==> config.mk <==
export PLATFORM = sky130hd
export DESIGN_NAME = hpfa_arbiter
export DESIGN_NICKNAME = d
export VERILOG_FILES = /design/src/design/hpfa_pkg.sv /design/src/design/hpfa_packer.sv /design/src/design/hpfa_arbiter.sv
export VERILOG_INCLUDE_DIRS = /design/src /design/src/design
export SDC_FILE = /design/constraint.sdc
export NUM_CORES = 2
export LEC_CHECK = 0
export BUFFER_PORTS_ARGS = -buffer_cell sky130_fd_sc_hd__buf_2
export CAP_MARGIN = 20
export CORE_UTILIZATION = 45
export CTS_CLUSTER_SIZE = 16
export DETAILED_ROUTE_END_ITERATION = 6
export PLACE_DENSITY_LB_ADDON = 0.1
export RECOVER_POWER = 100
export SYNTH_ARGS = -nofsm -noshare
export SYNTH_HDL_FRONTEND = slang
export SYNTH_SLANG_ARGS = --single-unit
export TNS_END_PERCENT = 30
==> constraint.sdc <==
create_clock -name clock -period 5.2 [get_ports clock]
set_clock_uncertainty 0.15 [all_clocks]
set_input_delay 1.04 -clock clock [delete_from_list [all_inputs] [get_ports clock]]
set_output_delay 1.04 -clock clock [all_outputs]
set_load 0.05 [all_outputs]
==> src/design/hpfa_regs.svh <==
// constants of the port-to-fifo arbiter
`ifndef HPFA_REGS_SVH
`define HPFA_REGS_SVH

// ----------------------------------------------------------------
// structure sizes
// ----------------------------------------------------------------
`define HPFA_NPORTS   16
`define HPFA_NFAST    2
`define HPFA_WORD_W   32
`define HPFA_PORT_W   4
`define HPFA_CHAN_W   8
`define HPFA_CNT_W    5
`define HPFA_LAST_BIT 5'h1F

`endif

==> src/design/hpfa_pkg.sv <==
// types and helpers shared by the port-to-fifo arbiter
package hpfa_pkg;
`include "hpfa_regs.svh"

    typedef logic [`HPFA_WORD_W-1:0]  hpfa_word_type;
    typedef logic [`HPFA_PORT_W-1:0]  hpfa_port_type;
    typedef logic [`HPFA_CHAN_W-1:0]  hpfa_chan_type;
    typedef logic [`HPFA_NPORTS-1:0]  hpfa_vec_type;
    typedef logic [`HPFA_NFAST-1:0]   hpfa_fvec_type;

    typedef enum logic [1:0] {TX_IDLE, TX_FETCH, TX_DONE} hpfa_tx_type;

    typedef struct packed {
        hpfa_word_type           shift;
        logic [`HPFA_CNT_W-1:0]  cnt;
        hpfa_word_type           hold;
        logic                    full;
        logic                    ovr;
    } hpfa_pack_type;

    typedef struct packed {
        logic          wr_valid;
        hpfa_word_type wr_data;
        hpfa_port_type wr_port;
        hpfa_chan_type wr_chan;
        hpfa_tx_type   tx_st;
        hpfa_port_type rd_port;
        hpfa_word_type tx_word;
        hpfa_vec_type  tx_valid;
        hpfa_fvec_type tx_fast_valid;
    } hpfa_top_type;

    // lowest set bit wins: {found, index}
    function automatic logic [`HPFA_PORT_W:0] hpfa_lowest(
        input hpfa_vec_type v);
        logic [`HPFA_PORT_W:0] r;
        r = '0;
        for (int i = `HPFA_NPORTS - 1; i >= 0; i--) begin
            if (v[i]) begin
                r = {1'b1, hpfa_port_type'(i)};
            end
        end
        return r;
    endfunction
endpackage

==> src/design/hpfa_packer.sv <==
// serial-to-dword packer of one receive protocol engine
`timescale 1ns/1ps
`default_nettype none
module hpfa_packer (
    // clock and reset
    input  wire logic                   clock,
    input  wire logic                   nrst,
    // serial bits from the engine
    input  wire logic                   bit_in,
    input  wire logic                   bit_en,
    input  wire logic                   chan_en,
    // transfer handshake
    input  wire logic                   grant,
    output logic                        req,
    output hpfa_pkg::hpfa_word_type     dword,
    output logic                        overrun
);
    import hpfa_pkg::*;

    hpfa_pack_type s_r;
    hpfa_pack_type s_nxt;
    logic          take;

    assign take = bit_en && chan_en;

    // ----------------------------------------------------------------
    // packing
    // ----------------------------------------------------------------
    always_comb begin
        s_nxt = s_r;
        if (grant) begin
            s_nxt.full = 1'b0;
        end
        if (take) begin
            s_nxt.shift = {s_r.shift[`HPFA_WORD_W-2:0], bit_in};
            s_nxt.cnt   = s_r.cnt + 1'b1;
            if (s_r.cnt == `HPFA_LAST_BIT) begin
                // a second word landing on an unserved one is lost
                if (!s_r.full || grant) begin
                    s_nxt.hold = {s_r.shift[`HPFA_WORD_W-2:0], bit_in};
                    s_nxt.full = 1'b1;
                end else begin
                    s_nxt.ovr = 1'b1;
                end
            end
        end
    end

    always_ff @(posedge clock or negedge nrst) begin
        if (!nrst) begin
            s_r <= '0;
        end else begin
            s_r <= s_nxt;
        end
    end

    assign req     = s_r.full;
    assign dword   = s_r.hold;
    assign overrun = s_r.ovr;
endmodule
`default_nettype wire

==> src/design/hpfa_arbiter.sv <==
// fixed-priority transfer arbiter between port engines and the fifo
//
// How it works
// - engines pack bits into dwords, then request
// - lowest-numbered requesting port always wins
// - priority uses physical port, never channel
// - sixteen slow engines, one per port
// - fast engines exist on ports zero, one
// - port control selects slow or fast engine
// - path sustains full rate without loss while the fifo accepts writes
// - only enabled bound channels feed engines
// - transmit requests use same fixed priority
// - fifo delivers transmit data one word each
`timescale 1ns/1ps
`default_nettype none
`include "hpfa_regs.svh"
module hpfa_arbiter (
    // clock and reset
    input  wire logic                   clock,
    input  wire logic                   nrst,
    // engine selection, high picks the fast engine
    input  wire logic [1:0]             rx_port_control,
    input  wire logic [1:0]             tx_port_control,
    // receive bits from slow engines
    input  wire hpfa_pkg::hpfa_vec_type rx_bit,
    input  wire hpfa_pkg::hpfa_vec_type rx_bit_en,
    // receive bits from fast engines
    input  wire hpfa_pkg::hpfa_fvec_type fast_rx_bit,
    input  wire hpfa_pkg::hpfa_fvec_type fast_rx_bit_en,
    // channel binding per port
    input  wire hpfa_pkg::hpfa_vec_type rx_chan_en,
    input  wire hpfa_pkg::hpfa_chan_type rx_chan [`HPFA_NPORTS],
    // overrun flags
    output hpfa_pkg::hpfa_vec_type      rx_overrun,
    output hpfa_pkg::hpfa_fvec_type     fast_rx_overrun,
    // fifo write side
    output logic                        fifo_wr_valid,
    input  wire logic                   fifo_wr_ready,
    output hpfa_pkg::hpfa_word_type     fifo_wr_data,
    output hpfa_pkg::hpfa_port_type     fifo_wr_port,
    output hpfa_pkg::hpfa_chan_type     fifo_wr_chan,
    // transmit word requests from engines
    input  wire hpfa_pkg::hpfa_vec_type tx_req,
    input  wire hpfa_pkg::hpfa_fvec_type tx_fast_req,
    // fifo read side
    output logic                        fifo_rd_req,
    output hpfa_pkg::hpfa_port_type     fifo_rd_port,
    input  wire logic                   fifo_rd_valid,
    input  wire hpfa_pkg::hpfa_word_type fifo_rd_data,
    // transmit words to engines
    output hpfa_pkg::hpfa_word_type     tx_word,
    output hpfa_pkg::hpfa_vec_type      tx_word_valid,
    output hpfa_pkg::hpfa_fvec_type     tx_fast_word_valid
);
    import hpfa_pkg::*;

    hpfa_top_type          s_r;
    hpfa_top_type          s_nxt;
    hpfa_vec_type          slow_req;
    hpfa_vec_type          slow_grant;
    hpfa_vec_type          eff_req;
    hpfa_vec_type          grant_vec;
    hpfa_vec_type          fast_sel;
    hpfa_vec_type          tx_fast_sel;
    hpfa_vec_type          tx_eff;
    hpfa_fvec_type         fast_req;
    hpfa_fvec_type         fast_grant;
    hpfa_word_type         slow_word [`HPFA_NPORTS];
    hpfa_word_type         fast_word [`HPFA_NFAST];
    hpfa_word_type         eff_word  [`HPFA_NPORTS];
    logic [`HPFA_PORT_W:0] rx_win;
    logic [`HPFA_PORT_W:0] tx_win;
    logic                  load;

    // ----------------------------------------------------------------
    // engines and routing
    // ----------------------------------------------------------------
    for (genvar p = 0; p < `HPFA_NPORTS; p++) begin : g_port
        hpfa_packer u_slow (
            .clock   (clock),
            .nrst    (nrst),
            .bit_in  (rx_bit[p]),
            .bit_en  (rx_bit_en[p]),
            .chan_en (rx_chan_en[p] && !fast_sel[p]),
            .grant   (slow_grant[p]),
            .req     (slow_req[p]),
            .dword   (slow_word[p]),
            .overrun (rx_overrun[p])
        );
        if (p < `HPFA_NFAST) begin : g_fast
            hpfa_packer u_fast (
                .clock   (clock),
                .nrst    (nrst),
                .bit_in  (fast_rx_bit[p]),
                .bit_en  (fast_rx_bit_en[p]),
                .chan_en (rx_chan_en[p] && fast_sel[p]),
                .grant   (fast_grant[p]),
                .req     (fast_req[p]),
                .dword   (fast_word[p]),
                .overrun (fast_rx_overrun[p])
            );
            assign fast_sel[p]    = rx_port_control[p];
            assign tx_fast_sel[p] = tx_port_control[p];
            assign eff_req[p]  = fast_sel[p] ? fast_req[p] : slow_req[p];
            assign eff_word[p] = fast_sel[p] ? fast_word[p] : slow_word[p];
            assign tx_eff[p]   = tx_fast_sel[p] ? tx_fast_req[p] : tx_req[p];
            assign fast_grant[p] = grant_vec[p] && fast_sel[p];
        end else begin : g_slow_only
            // upper ports have no fast engine to route to
            assign fast_sel[p]    = 1'b0;
            assign tx_fast_sel[p] = 1'b0;
            assign eff_req[p]  = slow_req[p];
            assign eff_word[p] = slow_word[p];
            assign tx_eff[p]   = tx_req[p];
        end
        assign slow_grant[p] = grant_vec[p] && !fast_sel[p];
    end

    // ----------------------------------------------------------------
    // receive arbitration
    // ----------------------------------------------------------------
    // the output stage refills in the cycle it empties, so one dword
    // moves every clock: far above the aggregate line rate
    assign load   = !s_r.wr_valid || fifo_wr_ready;
    assign rx_win = hpfa_lowest(eff_req);
    assign tx_win = hpfa_lowest(tx_eff);
    assign grant_vec = (load && rx_win[`HPFA_PORT_W]) ?
        hpfa_vec_type'(16'h0001 << rx_win[`HPFA_PORT_W-1:0]) :
        '0;

    always_comb begin
        s_nxt = s_r;
        if (load) begin
            s_nxt.wr_valid = rx_win[`HPFA_PORT_W];
            if (rx_win[`HPFA_PORT_W]) begin
                // channel number is only a tag, it never ranks
                s_nxt.wr_port = rx_win[`HPFA_PORT_W-1:0];
                s_nxt.wr_data = eff_word[rx_win[`HPFA_PORT_W-1:0]];
                s_nxt.wr_chan = rx_chan[rx_win[`HPFA_PORT_W-1:0]];
            end
        end
        s_nxt.tx_valid      = '0;
        s_nxt.tx_fast_valid = '0;
        case (s_r.tx_st)
            TX_IDLE: begin
                if (tx_win[`HPFA_PORT_W]) begin
                    s_nxt.rd_port = tx_win[`HPFA_PORT_W-1:0];
                    s_nxt.tx_st   = TX_FETCH;
                end
            end
            TX_FETCH: begin
                if (fifo_rd_valid) begin
                    s_nxt.tx_word = fifo_rd_data;
                    if (tx_fast_sel[s_r.rd_port]) begin
                        s_nxt.tx_fast_valid =
                            hpfa_fvec_type'(2'h1 << s_r.rd_port[0]);
                    end else begin
                        s_nxt.tx_valid =
                            hpfa_vec_type'(16'h0001 << s_r.rd_port);
                    end
                    s_nxt.tx_st = TX_DONE;
                end
            end
            // one idle cycle lets the served engine drop its request
            TX_DONE: begin
                s_nxt.tx_st = TX_IDLE;
            end
            default: begin
                s_nxt.tx_st = TX_IDLE;
            end
        endcase
    end

    always_ff @(posedge clock or negedge nrst) begin
        if (!nrst) begin
            s_r <= '0;
        end else begin
            s_r <= s_nxt;
        end
    end

    assign fifo_wr_valid      = s_r.wr_valid;
    assign fifo_wr_data       = s_r.wr_data;
    assign fifo_wr_port       = s_r.wr_port;
    assign fifo_wr_chan       = s_r.wr_chan;
    assign fifo_rd_req        = (s_r.tx_st == TX_FETCH);
    assign fifo_rd_port       = s_r.rd_port;
    assign tx_word            = s_r.tx_word;
    assign tx_word_valid      = s_r.tx_valid;
    assign tx_fast_word_valid = s_r.tx_fast_valid;
endmodule
`default_nettype wire

== Word-level counts from Yosys, hierarchy flattened ==
Index checks and enable logic that the tools add are counted.
Cells by class
  reductions and logical operators: 108
  shift operators: 3
  bitwise gates (word level): 19
  equality and inequality tests: 21
  order comparisons: 2
  add/subtract/negate cells: 18
  multiplexer cells: 144
Operator list (number)
  5-bit two-way mux: 32
  32-bit binary-select mux with 4-bit select: 1
  32-bit two-way mux: 4
  3-bit AND reduction: 36
  5-bit by 1-bit adder with 5-bit output, second input constant: 18
  5-bit equality test, second input constant: 18
  2-bit two-way mux: 38
  1-bit two-way mux: 59
  18-bit two-way mux: 2
  8-bit binary-select mux with 4-bit select: 1
  16-bit two-way mux: 2
  1-bit by 4-bit left shift with 16-bit output, first input constant: 2
  1-bit logical AND: 27
  1-bit zero test: 21
  1-bit logical OR: 19
  1-bit NOT: 18
  8-bit two-way mux: 2
  2-bit AND reduction: 4
  6-bit two-way mux: 1
  5-bit greater-or-equal comparator, second input constant: 1
  4-bit by 5-bit less-than comparator with 1-bit output, second input constant: 1
  4-bit NOT with 5-bit output: 1
  1-bit binary-select mux with 4-bit select: 1
  2-bit case mux with 2 select lines: 1
  other kinds (5): 5
Word-level totals
  output and inout bits: 118
  input port bits: 238
  register bits: 1361

== Depth between registers and ports, before layout ==
  depth in word-level cells: 23
  mapped depth: 12

== By module ==
From an unflattened synthesis, not the netlist that was laid out.
Second synthesis, totals
  cells, all modules: 5007
  area total of the unflattened synthesis: 64120.2 um^2
Modules (own cells, without submodules)
  hpfa_packer: area each 2906.5 um^2, cells an instance 188, instances 18
  hpfa_arbiter: area each 11802.6 um^2, cells an instance 1623, instances 1

== Worst setup path after synthesis ==
OpenSTA, ideal clock, no wires.
  kind: in2reg
  start point: input rx_port_control[1]
  end point: register g_port[14].u_slow.s_r, in the netlist g_port[14].u_slow.dword[11]
  stages on the path: 10
  buffers on the path: 3
  arrival: 3.203 ns
  setup time: 0.128 ns
  setup slack: 1.719 ns
  cell sequence: buf_2 > mux2i_1 > nand4_1 > nor3b_2 > buf_2 > nand2_4 > o31ai_4 > nand3_1 > buf_2 > mux2_1
On the way
  word-level cells in the longest chain between the ends: 7
  elaborated cells on any way between the ends: 8
  classes of those cells: 1 x shift; 4 x mux; 3 x reduce/logical
Ends and longest elaborated chain
  start, declared: line hpfa_arbiter.sv:22  | input wire logic [1:0] rx_port_control,
  1-bit two-way mux *: line hpfa_arbiter.sv:104  | assign eff_req[p] = fast_sel[p] ? fast_req[p] : slow_req[p];
  5-bit two-way mux * (2 in series): line hpfa_pkg.sv:39  | if (v[i]) begin
  1-bit by 4-bit left shift with 16-bit output or 1-bit logical AND (tied branches): line hpfa_arbiter.sv:128, hpfa_arbiter.sv:127
  16-bit two-way mux *: line hpfa_arbiter.sv:127  | assign grant_vec = (load && rx_win[`HPFA_PORT_W]) ?
  1-bit logical OR *: line hpfa_packer.sv:39  | if (!s_r.full || grant) begin
  3-bit AND reduction (no line) *
  end signal, assigned: line hpfa_packer.sv:53  | s_r <= s_nxt;
  end, declared: line hpfa_packer.sv:20  | hpfa_pack_type s_r;
Every way passes the cells marked *; elsewhere a longest branch is shown, timed or not.
A chain may end at the register's enable or synchronous reset.

== Worst setup path in the final report ==
  start point: register g_port[3].u_slow.s_r, in the netlist g_port[3].u_slow.req
  end point: register s_r, in the netlist fifo_wr_chan[7]
On the way
  word-level cells in the longest chain between the ends: 8
  elaborated cells on any way between the ends: 9
  classes of those cells: 7 x mux; 1 x bitwise; 1 x reduce/logical
Ends and longest elaborated chain
  start, declared: line hpfa_packer.sv:20
  start signal, assigned: line hpfa_packer.sv:53
  5-bit two-way mux * (4 in series): line hpfa_pkg.sv:39
  4-bit NOT with 5-bit output: line hpfa_arbiter.sv:139  | s_nxt.wr_chan = rx_chan[rx_win[`HPFA_PORT_W-1:0]];
  8-bit binary-select mux with 4-bit select: line hpfa_arbiter.sv:139
  8-bit two-way mux (2 in series): line hpfa_arbiter.sv:139
  end signal, assigned: line hpfa_arbiter.sv:178  | s_r <= s_nxt;
  end, declared: line hpfa_arbiter.sv:57  | hpfa_top_type s_r;
Every way passes the cells marked *; elsewhere a longest branch is shown, timed or not. The select of a mux whose other input is x is not followed.

==> impl_metrics.py <==
metrics = {
    "run_status": {
        "status": "finished with violations",
        "violations": "capacitance limit, slew limit",
    },
    "detailed_routing": {
        "initialDrtViolationCount": 3132,
        "viasPerCell": 5.64,
        "routed_wl_um": 181000,
        "post_drt_wl_per_cell_um": 26.6,
        "drcViolationCount": 0,
        "drtAntennaViolNets": 0,
        "drt_pass1_iterations": 7,
        "route.vias.total": 38415,
    },
    "critical_path": {
        "reg2reg_from": "g_port[3].u_slow.req$_DFF_PN0_",
        "crit_fanout": 35,
        "end_kind": "flip-flop",
        "path_cells": "or2_0, a21oi_1, o21a_1, clkbuf_1, nor3_4, buf_12, a32o_1, o41a_1, o211ai_1",
        "cp.arrival_ps": 5220,
        "r2r_setup_slack_ps": 430,
        "path_class": "reg -> reg",
        "max_stage_delay_ps": 670,
        "cpMaxStageDelayCell": "or2_0",
        "cp.required_ps": 5640,
        "timing.rr.end": "fifo_wr_chan[7]$_DFFE_PN0P_",
        "cp-start-kind": "flip-flop",
        "reg2regPathDepth": 9,
    },
    "cells_and_area": {
        "final_nets": 5219,
        "drive_gt1_share_pct": 26.3,
        "post_layout_nonfiller_instances": 6806,
        "syn_to_final_growth_pct": 13.6,
    },
    "yosys": {
        "synth-seq-area-share_pct": 57.7,
        "avgSynthCellArea_um2": 12.6,
        "ys_seq_elements": 1361,
        "syn-num-nets": 4948,
        "synth-main-ff-cell": "dfrtp_1",
        "synth-edff-count": 0,
        "synth_cell_types": 80,
        "async_reset_ff_share_pct": 100,
        "syn_area_um2": 59100,
        "syn_inst": 4674,
        "ys.warnings.count": 0,
    },
    "min_path": {
        "min_path_type": "in -> async",
    },
    "die": {
        "fp-row-count": 132,
        "coreArea_um2": 130000,
        "die_area_um2": 133000,
        "initial_core_util_pct": 45.5,
        "die_w_um": 364,
        "io_pins": 356,
        "dieHeight_um": 364,
    },
    "timing": {
        "maxSlewViolCount": 1724,
        "finalCritPeriodShare_pct": 91.8,
        "max_slew.worst_pin.slew_ps": 3250,
        "finalSetupViolations": 0,
        "relSlewSlack_pct": -117,
        "timing.fmax_ghz": 0.210,
        "rsz0062_at_grt": "false",
        "layout_min_cycle_time_ps": 4770,
        "finalHoldViolCount": 0,
        "fin_setup_tns_ps": 0,
    },
    "clock_network": {
        "cts_tree": "built",
        "clkLatencyLatePin_ps": 780,
        "cts.htree.levels": 4,
        "cts_made_buffers": 150,
        "postCtsSetupBuffers": 0,
        "cts-resized-gates": 0,
        "cts.sinks": 1361,
        "holdBufCountCts": 0,
        "clk_pin_slew_worst_paths_ps": 60,
        "cts_buffer_depth": 3,
        "ctsRootBufferMaster": "clkbuf_16",
    },
    "global_routing": {
        "grt_pass1_vias": 38690,
        "grt_antenna_before_repair": 8,
        "grt.total_usage_pct": 27.6,
        "grt_max_degree": 130,
        "grt_remaining_overflow": 0,
        "grt_pass1_wl_um": 266000,
    },
    "place": {
        "gp_congestion": 0.974,
        "dp_cells": 6530,
        "dp_hpwl_um": 129000,
        "portBuffers": 355,
    },
    "power_and_ir_drop": {
        "comb_power_share_pct": 44.9,
        "switching_share_pct": 44.9,
        "seqPwrFrac_pct": 30.5,
        "peakVddDrop_mv": 0.807,
        "power.density_nw_per_um2": 668,
        "power_frac_clock_pct": 24.6,
        "leakagePower_nw": 33.2,
        "power.switching_mw": 20.1,
        "internal_power_mw": 24.7,
    },
    "job": {
        "cap_violations": 38,
    },
}
-- metrics by stage --
| step | setup WS [ps] | hold slack (ps) | util [%] | area, µm² | total power [mW] |
|---|---|---|---|---|---|
| 5_1_grt | 360 | 86.3 | 51.7 | 67100 | 46.3 |
| 3_3_place_gp | 229 | 302 | 48.2 | 62600 | 33.7 |
| 4_1_cts | 633 | 207 | 52.2 | 67700 | 45.1 |
| 3_5_place_dp | 214 | 306 | 48.2 | 62600 | 33.9 |
| 6_report | 428 | 63.4 | 51.7 | 67100 | 44.8 |
| 2_1_floorplan | 1720 | 286 | - | 59100 | 24.6 |
-- metal layers --
| layer | track usage [%] | routed length (µm) | vias to the layer above |
|---|---|---|---|
| li1 | - | - | 16983 |
| met1 | 36.5 | 76000 | 20015 |
| met2 | 44.1 | 85100 | 1120 |
| met3 | 6.23 | 12500 | 295 |
| met4 | 10.4 | 7440 | 2 |
| met5 | 0 | 13 | - |
-- cell usage in the layout, fill, tap and decap left out, drive strengths merged, types with 22 or more instances in the layout --
cell / n
a211oi: 54
a21oi: 53
a31oi: 32
a32o: 29
and3: 48
buf: 340
clkbuf: 404
clkinv: 24
dfrtp: 1361
ha: 36
inv: 36
mux2: 1080
mux2i: 93
nand2: 823
nand3: 102
nor2: 47
nor3: 27
o211ai: 31
o21ai: 67
o221ai: 34
o311ai: 22
xnor2: 53
-- worst max-delay path, delay by kind of cell (launching register included) --
family / cells / cell delay, ps
AOI/OAI and AO/OA: 5 / 2280
buffers and inverters: 2 / 780
DFF: 1 / 530
and+or+nand+nor: 2 / 780
-- final cells by class --
cell class | instances | area, µm²
clock buffers | 221 | 4500
fillers | 11641 | 62700
clock inverters | 47 | 653
multi-input cells | 2877 | 22700
well taps | 1742 | 2180
flip-flops and latches | 1361 | 34100
diodes | 3 | 7.51
inverters | 30 | 113
repair buffers | 525 | 2880
-- cells by family (layout without fill, tap and decap cells) --
family / Yosys count / count (layout) / synth area share (%)
buffers and inverters: 436 / 823 / 3.85
muxes: 1182 / 1182 / 22.5
AOI/OAI and AO/OA: 464 / 464 / 6.13
xor gates and xnor gates: 54 / 54 / 0.801
DFF: 1361 / 1361 / 57.7
adders and majority gates: 36 / 36 / 0.763
other: 0 / 3 / 0
and+or+nand+nor: 1141 / 1141 / 8.29
-- registers in the layout (all words and copies together) (netlist names), 16 cells and up --
signal,flops
tx_word_valid,16
g_port.g_fast.u_fast.s_r,72
g_port.u_slow.s_r,576
tx_word,32
g_port.u_slow.overrun,16
g_port.g_fast.u_fast.dword,64
g_port.u_slow.req,16
g_port.u_slow.dword,512
fifo_wr_data,32
-- Yosys cell counts (5+ instances only) --
cell       instances  area share (%)
mux2_2           693              13
nor3_1            24            0.20
o311ai_0           5           0.074
o221ai_1          34            0.50
a22oi_1            8            0.10
dfrtp_1         1361              58
mux4_2             9            0.34
nor2_1            42            0.27
a31oi_1           31            0.33
a32oi_1           16            0.24
nor2b_1            9           0.095
o31ai_4            7            0.25
a221o_1            6            0.10
nor4_1            20            0.21
nand2b_1          10            0.11
a2111oi_0         20            0.30
nor2_2             5           0.053
mux2i_1           93             1.6
mux2_1           387             7.4
xnor2_1           53            0.79
o31ai_1            5           0.064
o211ai_1          31            0.39
nand4_1           21            0.22
nand2_1          818             5.2
a211oi_1          53            0.67
a32o_1            29            0.49
nand3_1           99            0.84
a221oi_1           8            0.12
a21oi_1           51            0.43
and2_1            17            0.18
o311ai_1          17            0.25
o21bai_1          16            0.20
o21ai_0           59            0.50
inv_1             30            0.19
buf_4            135             1.7
and3_1            48            0.51
or4_1              5           0.064
a41oi_1            9            0.13
ha_1              36            0.76
clkbuf_1         142            0.90
buf_2             85            0.72
buf_1             41            0.26
a211o_1           14            0.21
-- worst max-delay path by stage --
stage | startpoint | endpoint | slack [ps] | cells after the start
floorplan | rx_port_control[1] | g_port[14].u_slow.dword[11]$_DFFE_PN0P_ | 1720 | 10
global placement | rx_port_control[0] | fifo_wr_chan[1]$_DFFE_PN0P_ | 230 | 10
detailed placement | rx_port_control[0] | fifo_wr_chan[1]$_DFFE_PN0P_ | 210 | 10
CTS | g_port[13].u_slow.req$_DFF_PN0_ | fifo_wr_chan[1]$_DFFE_PN0P_ | 630 | 10
global route | g_port[3].u_slow.req$_DFF_PN0_ | fifo_wr_chan[1]$_DFFE_PN0P_ | 360 | 11
finish | g_port[3].u_slow.req$_DFF_PN0_ | fifo_wr_chan[7]$_DFFE_PN0P_ | 430 | 9
-- power groups by stage --
stage	registers (mW)	clock network [mW]	logic, mW
5_1_grt	13.9	11.7	20.7
6_report	13.7	11.1	20.1
2_1_floorplan	13.2	0	11.3
3_5_place_dp	13.8	0	20.0
3_3_place_gp	13.8	0	19.9
4_1_cts	13.7	11.3	20.1
(Power assumes the default switching activity.)
